### config.mk
export PLATFORM = sky130hd
export DESIGN_NAME = peripheral_interrupt_flags
export DESIGN_NICKNAME = d
export VERILOG_FILES = /design/src/periph_irq_pkg.sv /design/src/peripheral_interrupt_flags.sv
export SDC_FILE = /design/constraint.sdc
export NUM_CORES = 1
export LEC_CHECK = 0
export BUFFER_PORTS_ARGS = -buffer_cell sky130_fd_sc_hd__buf_2
export CORE_AREA = 2 2 124 126
export CTS_BUF_LIST = sky130_fd_sc_hd__clkbuf_8
export CTS_CLUSTER_DIAMETER = 50
export DETAILED_ROUTE_END_ITERATION = 6
export DIE_AREA = 0 0 126 128
export GPL_ROUTABILITY_DRIVEN = 0
export GPL_TIMING_DRIVEN = 0
export PLACE_DENSITY_LB_ADDON = 0.2
export SLEW_MARGIN = 10
export SYNTH_ARGS = -nofsm -noshare
export SYNTH_HDL_FRONTEND = slang
export SYNTH_SLANG_ARGS = --single-unit
### constraint.sdc
create_clock -name clk -period 5.04 [get_ports clk]
set_input_delay 0.504 -clock clk [delete_from_list [all_inputs] [get_ports clk]]
set_output_delay 0.504 -clock clk [all_outputs]
set_load 0.05 [all_outputs]
### src/periph_irq_pkg.sv
// constants, register map and carrier types for the peripheral interrupt flag block
package periph_irq_pkg;

    // register port, program counter and return stack geometry
    localparam int ADDR_W = 4;
    localparam int DATA_W = 8;
    localparam int PC_W   = 13;
    localparam int STACK_DEPTH = 8;
    localparam int SP_W   = 3;

    // register offsets on the plain register port
    localparam logic [ADDR_W-1:0] OFS_FLAGS_ONE   = 4'h0;
    localparam logic [ADDR_W-1:0] OFS_FLAGS_TWO   = 4'h1;
    localparam logic [ADDR_W-1:0] OFS_ENABLES_ONE = 4'h2;
    localparam logic [ADDR_W-1:0] OFS_ENABLES_TWO = 4'h3;
    localparam logic [ADDR_W-1:0] OFS_INT_CONTROL = 4'h4;
    localparam logic [ADDR_W-1:0] OFS_OPTION_CTRL = 4'h5;

    // bit positions, first flag and enable register
    localparam int BIT_CONVERSION_DONE = 6;
    localparam int BIT_SERIAL_COLLISION = 5;
    localparam int BIT_SERIAL_PORT     = 4;
    localparam int BIT_TIMER_TWO_MATCH = 1;
    localparam int BIT_TIMER_ONE_ROLL  = 0;
    // bit positions, second flag and enable register
    localparam int BIT_OUTPUT_UNDERVOLT = 7;
    localparam int BIT_OUTPUT_OVERCURRENT = 5;
    localparam int BIT_OUTPUT_OVERVOLT = 4;
    localparam int BIT_INPUT_SUPPLY_LOW = 1;
    // bit positions, interrupt control register
    localparam int BIT_GLOBAL_IRQ_ENABLE = 7;
    localparam int BIT_PERIPH_IRQ_ENABLE = 6;

    // implemented bits; the rest read as zero
    localparam logic [DATA_W-1:0] MASK_ONE = 8'h73;
    localparam logic [DATA_W-1:0] MASK_TWO = 8'hB2;

    // reset values and stack pointer step
    localparam logic [DATA_W-1:0] RST_REG = 8'h00;
    localparam logic [PC_W-1:0]   RST_PC  = 13'h0000;
    localparam logic [SP_W-1:0]   RST_SP  = 3'h0;
    localparam logic [SP_W-1:0]   SP_STEP = 3'h1;

    // common memory window: last bytes of each bank map to bank zero
    localparam logic [6:0] COMMON_BASE = 7'h70;
    localparam int         COMMON_SIZE = 16;
    localparam logic [1:0] COMMON_BANK = 2'h0;

    // event strobes from the peripherals, one cycle each unless noted
    typedef struct packed {
        logic conversion_done;
        logic serial_collision;
        logic serial_event;
        logic timer_one_rollover;
        logic output_undervolt;
        logic output_overcurrent;
        logic output_overvolt;
        logic input_supply_low;   // level, not a strobe
    } periph_events_t;

endpackage

### src/peripheral_interrupt_flags.sv
// peripheral interrupt flags, enables, request logic, return stack and common memory map
//
// Behaviour
// [RULE_01] conversion done flag, bit 6 of flags one, set on conversion completion
// [RULE_02] serial collision flag, bit 5 of flags one, set while pending
// [RULE_03] serial port event flag, bit 4 of flags one, set while pending
// [RULE_04] timer two match flag, bit 1, set on count equal period, sticky
// [RULE_05] timer one rollover flag, bit 0, set on rollover, sticky
// [RULE_06] unimplemented bits of both flag registers read as zero
// [RULE_07] flags set regardless of any enable bit
// [RULE_08] software clears stale flags before enabling their interrupt
// [RULE_09] output undervolt flag, bit 7 of flags two, set on fault
// [RULE_10] output overcurrent flag, bit 5 of flags two, set on fault
// [RULE_11] output overvolt flag, bit 4 of flags two, set on fault
// [RULE_12] bit 1 of flags two shows input supply below acceptable level
// [RULE_13] implemented flag bits readable, writable, zero after reset; bit 1 of flags two ignores writes and follows the supply input
// [RULE_14] interrupt entry pushes only the return address onto the stack
// [RULE_15] service software saves working and status registers itself
// [RULE_16] last sixteen memory bytes shared by every bank
// [RULE_17] no peripheral request without peripheral interrupt enable
// [RULE_18] enable bit at flag position gates that flag
// [RULE_19] request when enabled flag set and both global enables set
`timescale 1ns/1ps

module peripheral_interrupt_flags (
    input  wire logic                                 clk,
    input  wire logic                                 rst,
    // register port
    input  wire logic [periph_irq_pkg::ADDR_W-1:0]    reg_addr,
    input  wire logic [periph_irq_pkg::DATA_W-1:0]    reg_wdata,
    input  wire logic                                 reg_we,
    input  wire logic                                 reg_re,
    output logic      [periph_irq_pkg::DATA_W-1:0]    reg_rdata,
    // peripheral events
    input  wire periph_irq_pkg::periph_events_t       events,
    input  wire logic [7:0]                           timer_two_count,
    input  wire logic [7:0]                           timer_two_period,
    // core side
    input  wire logic                                 irq_take,
    input  wire logic [periph_irq_pkg::PC_W-1:0]      return_pc,
    input  wire logic                                 return_pop,
    output logic                                      irq_req,
    output logic      [periph_irq_pkg::PC_W-1:0]      stack_top,
    // data memory address mapping
    input  wire logic [1:0]                           mem_bank,
    input  wire logic [6:0]                           mem_offset,
    output logic      [8:0]                           mem_phys_addr
);

    // whole module state
    typedef struct packed {
        logic [periph_irq_pkg::DATA_W-1:0]                        flags_one;
        logic [periph_irq_pkg::DATA_W-1:0]                        flags_two;
        logic [periph_irq_pkg::DATA_W-1:0]                        enables_one;
        logic [periph_irq_pkg::DATA_W-1:0]                        enables_two;
        logic [periph_irq_pkg::DATA_W-1:0]                        int_control;
        logic [periph_irq_pkg::DATA_W-1:0]                        option_ctrl;
        logic [periph_irq_pkg::DATA_W-1:0]                        rdata;
        logic                                                     irq;
        logic                                                     match_prev;
        logic [periph_irq_pkg::STACK_DEPTH-1:0][periph_irq_pkg::PC_W-1:0] stack;
        logic [periph_irq_pkg::SP_W-1:0]                          sp;
        logic [periph_irq_pkg::PC_W-1:0]                          top;
        logic [8:0]                                               phys;
    } state_t;

    state_t st_q;
    state_t st_d;

    // write strobe decode for one register offset
    function automatic logic wr_hit(input logic [periph_irq_pkg::ADDR_W-1:0] a,
                                    input logic                              we,
                                    input logic [periph_irq_pkg::ADDR_W-1:0] ofs);
        wr_hit = we && (a == ofs);
    endfunction

    // bank plus offset to physical address, common window folded onto one bank
    function automatic logic [8:0] map_addr(input logic [1:0] bank,
                                            input logic [6:0] ofs);
        if (ofs >= periph_irq_pkg::COMMON_BASE) begin
            map_addr = {periph_irq_pkg::COMMON_BANK, ofs};
        end else begin
            map_addr = {bank, ofs};
        end
    endfunction

    logic                                match_now;
    logic [periph_irq_pkg::DATA_W-1:0]   set_one;
    logic [periph_irq_pkg::DATA_W-1:0]   set_two;
    logic [periph_irq_pkg::DATA_W-1:0]   pend_one;
    logic [periph_irq_pkg::DATA_W-1:0]   pend_two;
    logic [periph_irq_pkg::SP_W-1:0]     top_idx;

    // timer two equality, flagged only on the first cycle of a match
    assign match_now = (timer_two_count == timer_two_period);

    // next state
    always_comb begin
        st_d = st_q;
        set_one = periph_irq_pkg::RST_REG;
        set_two = periph_irq_pkg::RST_REG;

        // hardware set terms, never gated by enables [RULE_07]
        set_one[periph_irq_pkg::BIT_CONVERSION_DONE] = events.conversion_done; // [RULE_01]
        set_one[periph_irq_pkg::BIT_SERIAL_COLLISION] = events.serial_collision; // [RULE_02]
        set_one[periph_irq_pkg::BIT_SERIAL_PORT] = events.serial_event; // [RULE_03]
        set_one[periph_irq_pkg::BIT_TIMER_TWO_MATCH] = match_now && !st_q.match_prev; // [RULE_04]
        set_one[periph_irq_pkg::BIT_TIMER_ONE_ROLL] = events.timer_one_rollover; // [RULE_05]
        set_two[periph_irq_pkg::BIT_OUTPUT_UNDERVOLT] = events.output_undervolt; // [RULE_09]
        set_two[periph_irq_pkg::BIT_OUTPUT_OVERCURRENT] = events.output_overcurrent; // [RULE_10]
        set_two[periph_irq_pkg::BIT_OUTPUT_OVERVOLT] = events.output_overvolt; // [RULE_11]
        st_d.match_prev = match_now;

        // software writes, then sets win over a simultaneous clear [RULE_13]
        if (wr_hit(reg_addr, reg_we, periph_irq_pkg::OFS_FLAGS_ONE)) begin
            st_d.flags_one = reg_wdata & periph_irq_pkg::MASK_ONE;
        end
        if (wr_hit(reg_addr, reg_we, periph_irq_pkg::OFS_FLAGS_TWO)) begin
            st_d.flags_two = reg_wdata & periph_irq_pkg::MASK_TWO;
        end
        st_d.flags_one = (st_d.flags_one | set_one) & periph_irq_pkg::MASK_ONE; // [RULE_06]
        st_d.flags_two = (st_d.flags_two | set_two) & periph_irq_pkg::MASK_TWO; // [RULE_06]
        // supply status tracks the input level every cycle
        st_d.flags_two[periph_irq_pkg::BIT_INPUT_SUPPLY_LOW] = events.input_supply_low; // [RULE_12]

        // enable and control registers
        if (wr_hit(reg_addr, reg_we, periph_irq_pkg::OFS_ENABLES_ONE)) begin
            st_d.enables_one = reg_wdata & periph_irq_pkg::MASK_ONE;
        end
        if (wr_hit(reg_addr, reg_we, periph_irq_pkg::OFS_ENABLES_TWO)) begin
            st_d.enables_two = reg_wdata & periph_irq_pkg::MASK_TWO;
        end
        if (wr_hit(reg_addr, reg_we, periph_irq_pkg::OFS_INT_CONTROL)) begin
            st_d.int_control = reg_wdata;
        end
        if (wr_hit(reg_addr, reg_we, periph_irq_pkg::OFS_OPTION_CTRL)) begin
            st_d.option_ctrl = reg_wdata;
        end

        // read data, valid only in the cycle after the read strobe
        st_d.rdata = periph_irq_pkg::RST_REG;
        if (reg_re) begin
            case (reg_addr)
                periph_irq_pkg::OFS_FLAGS_ONE:   st_d.rdata = st_q.flags_one; // [RULE_06]
                periph_irq_pkg::OFS_FLAGS_TWO:   st_d.rdata = st_q.flags_two; // [RULE_06]
                periph_irq_pkg::OFS_ENABLES_ONE: st_d.rdata = st_q.enables_one;
                periph_irq_pkg::OFS_ENABLES_TWO: st_d.rdata = st_q.enables_two;
                periph_irq_pkg::OFS_INT_CONTROL: st_d.rdata = st_q.int_control;
                periph_irq_pkg::OFS_OPTION_CTRL: st_d.rdata = st_q.option_ctrl;
                default:                         st_d.rdata = periph_irq_pkg::RST_REG;
            endcase
        end

        // request: per-flag enable, peripheral enable, global enable
        pend_one = st_q.flags_one & st_q.enables_one; // [RULE_18]
        pend_two = st_q.flags_two & st_q.enables_two; // [RULE_18]
        st_d.irq = st_q.int_control[periph_irq_pkg::BIT_GLOBAL_IRQ_ENABLE]
                   && st_q.int_control[periph_irq_pkg::BIT_PERIPH_IRQ_ENABLE] // [RULE_17]
                   && ((|pend_one) || (|pend_two)); // [RULE_19]

        // return stack: only the return address is saved on entry
        if (irq_take) begin
            st_d.stack[st_q.sp] = return_pc; // [RULE_14]
            st_d.sp = st_q.sp + periph_irq_pkg::SP_STEP;
        end else if (return_pop) begin
            st_d.sp = st_q.sp - periph_irq_pkg::SP_STEP;
        end
        top_idx = st_d.sp - periph_irq_pkg::SP_STEP;
        st_d.top = st_d.stack[top_idx];

        // shared window reachable without bank change
        st_d.phys = map_addr(mem_bank, mem_offset); // [RULE_16]
    end

    // state register
    always_ff @(posedge clk or posedge rst) begin
        if (rst) begin
            st_q <= '0;
        end else begin
            st_q <= st_d;
        end
    end

    // outputs straight from the state register
    assign reg_rdata     = st_q.rdata;
    assign irq_req       = st_q.irq;
    assign stack_top     = st_q.top;
    assign mem_phys_addr = st_q.phys;
endmodule

==> impl_metrics.ini <==
[timing]
worstMarginPinSlew_ns = 1.08
clock.fmax_mhz = 254
period_needed_ns = 3.94
number_of_hold_violations_in_the_final_report = 0
maxSlewViolCount = 0
finalClockSkew_ns = 0.00999
report.final.setup_viol = 0
relSlewSlack = 0.268
grt_setup_unrepaired = false
setup_tns_ns = 0
fin_crit_sh = 0.782
hold_slack_ns = 0.160

[route]
drt_pass1_iterations = 5
remaining_drc_errors = 0
route.vias.total = 4516
routed_wirelength_mm = 15.4
antenna_left = 0
post_drt_wl_per_cell_um = 18.8
via_cell_ratio = 5.50
dr.first_iter.drc_count = 242

[worst_setup_path]
worst_path_largest_cell_delay_ns = 0.81
setup_crit_end_kind = flip-flop
worst-endpoint-arrival_ns = 4.28
setup.worst_path.start_class = flip-flop
critical_path_class = reg2reg
timing.critical_path.max_delay_family = buffers and inverters
slowest_stage = sky130_fd_sc_hd__xnor2_2
critical_path.n_buffers_inverters = 5
cp_max_fo = 10
cp_cell_sequence = buf_4, xnor2_2, buf_6, inv_1, ha_1, buf_1, clkbuf_1, mux4_2, mux2_2
worst-endpoint-required_ns = 5.38

[finish]
final_design_area_no_fill_um2 = 8910
fin_util = 0.599
share_of_final_layout_standard_cells_stronger_than_drive_strength_1 = 0.528
flow.area_growth_from_synthesis_pct = 14.1
stdcell_count = 821
nets = 689

[yosys]
synth_simple_gate_area_frac = 0.0484
netlist.area_leader.share = 0.554
synth.distinct_cells = 45
mux_contribution_to_synthesized_area = 0.293
synth-seq-area-share = 0.554
post_synth_inst_count = 506
post-synth-top-count-cell = sky130_fd_sc_hd__dfrtp_1
synth_nets = 573
ys_top_cells_by_area = sky130_fd_sc_hd__dfrtp_1 55%, sky130_fd_sc_hd__mux2_2 19%, sky130_fd_sc_hd__mux4_2 7.5%
synth_top_cells_by_count = 173 x sky130_fd_sc_hd__dfrtp_1, 133 x sky130_fd_sc_hd__mux2_2, 35 x sky130_fd_sc_hd__buf_4, 26 x sky130_fd_sc_hd__mux4_2, 12 x sky130_fd_sc_hd__nor2_1
synth_compound_gate_area_share = 0.0306
synthAdderAreaFrac = 0.00481
async_flop_share = 1.00
ys_ff_latch = 173
synthDominantAreaCellType = sky130_fd_sc_hd__dfrtp_1
synth_top_family_by_area = multiplexers
synth_warnings = 0
synth_xor_area_frac = 0.0151
synth_flop_cell = sky130_fd_sc_hd__dfrtp_1
synth_edf_count = 0
cell_area_after_synthesis_um2 = 7810
synth_area_per_cell_um2 = 15.4

[clock_network]
cts.clk_slew.worst_paths_ns = 0.08
worst_skew_pair.late_latency_ns = 0.45
ctsLongestPathBuffers = 2
num_cts_buffers = 17
tritoncts = yes
cts_resized = 0
post-cts-setup-buffer-count = 0
htree_num_levels = 4
clkSinkCount = 173
clk_root_buffer_cell = sky130_fd_sc_hd__clkbuf_8
hold_buffers = 0

[placed_design]
port_buffers = 93
place_inst = 791
placed_cell_area_um2 = 8590
place_hpwl_mm = 10.4

[die]
fp.dieH_um = 128
die_width_um = 126
placement_rows = 45
core_area_um2 = 14900
floorplan.initialDensity = 0.525
die_area_um2 = 16100
floorplan.io_pins = 95

[run_status]
status = finished clean

[power_and_ir_drop]
power_density_nw_per_um2 = 618
p_leak_nw = 4.05
irDropWorstVdd_mv = 0.236

[min_path]
min_path_type = in2reg

[global_route]
antenna_found_initial = 1
global_route_wire_length_before_repair_mm = 25.1
first_global_vias = 4757
grt_max_degree = 42
grt_overflow_total = 0
grt_util_all_layers = 0.204

[job]
max_cap_violations = 0
logic make-up (layout without fill, tap and decap cells):
kind of cell / count (synthesis) / count (layout)
AO/OA/AOI/OAI: 31 / 31
XOR/XNOR: 11 / 11
adder cells (fa/ha/maj): 3 / 3
buffers and inverters: 62 / 188
flip-flops: 173 / 173
multiplexers: 178 / 178
other: 0 / 1
AND/OR/NAND/NOR: 48 / 48
metal layers:
layer	wire (um)	share of wire	vias up	GRT usage
met2	7450	0.48	104	0.318
met1	7090	0.46	2332	0.283
met4	260	0.017	0	0.0724
met3	605	0.039	22	0.0497
li1	-	-	2058	-
met5	0	0	-	0
path summary, 6_finish.rpt:
kind	start	endpoint	slack (ns)	depth (start not counted)
min in group asynchronous	rst	mem_phys_addr[1]	0.19	2
worst max-delay path	st_q[22]	stack_top[0]	1.10	9
worst min register to register	st_q[129]	st_q[180]	0.43	1
worst min-delay path	mem_offset[0]	mem_phys_addr[0]	0.16	1
max in group asynchronous	rst	st_q[113]	3.69	5
worst max register to register	st_q[22]	stack_top[0]	1.10	9
layout by cell type (no fill, tap or decap), types with 7 or more instances in the layout:
cell type	Yosys	routed
sky130_fd_sc_hd__a211o_1	7	7
sky130_fd_sc_hd__a22oi_1	7	7
sky130_fd_sc_hd__buf_2	3	96
sky130_fd_sc_hd__buf_4	35	35
sky130_fd_sc_hd__buf_6	7	7
sky130_fd_sc_hd__clkbuf_8	0	20
sky130_fd_sc_hd__dfrtp_1	173	173
sky130_fd_sc_hd__inv_1	9	15
sky130_fd_sc_hd__mux2_1	10	10
sky130_fd_sc_hd__mux2_2	133	133
sky130_fd_sc_hd__mux2i_1	9	9
sky130_fd_sc_hd__mux4_2	26	26
sky130_fd_sc_hd__nand2_1	7	7
sky130_fd_sc_hd__nor2_1	12	12
sky130_fd_sc_hd__xnor2_1	9	9
state kept, by name, summed over array words and instances, names as in the netlist:
| name | cells |
|---|---|
| irq_req | 1 |
| mem_phys_addr | 9 |
| reg_rdata | 8 |
| st_q | 142 |
| stack_top | 13 |
power by group:
group          internal [W]  switching (W)
registers           0.00194       0.000156
logic               0.00138        0.00123
clock network      0.000358       0.000437
total               0.00368        0.00182
layout make-up:
cell class,count,area [um2]
Antenna cell,1,2.50
Tap cell,188,235
Clock inverter,9,36.3
Timing Repair Buffer,97,546
Sequential cell,173,4330
Multi-Input combinational cell,271,3060
Fill cell,1178,5960
Inverter,9,37.5
Buffer,53,387
Clock buffer,20,275
stage by stage:
stage	power, W	setup slack, ns
after floorplan	0.00416	1.87
after global placement	0.00465	0.747
after detailed placement	0.00475	0.764
after CTS	0.00556	0.990
after global routing	0.00585	0.785
final	0.00550	1.10
Note: power is estimated with default switching activity, not from simulation.
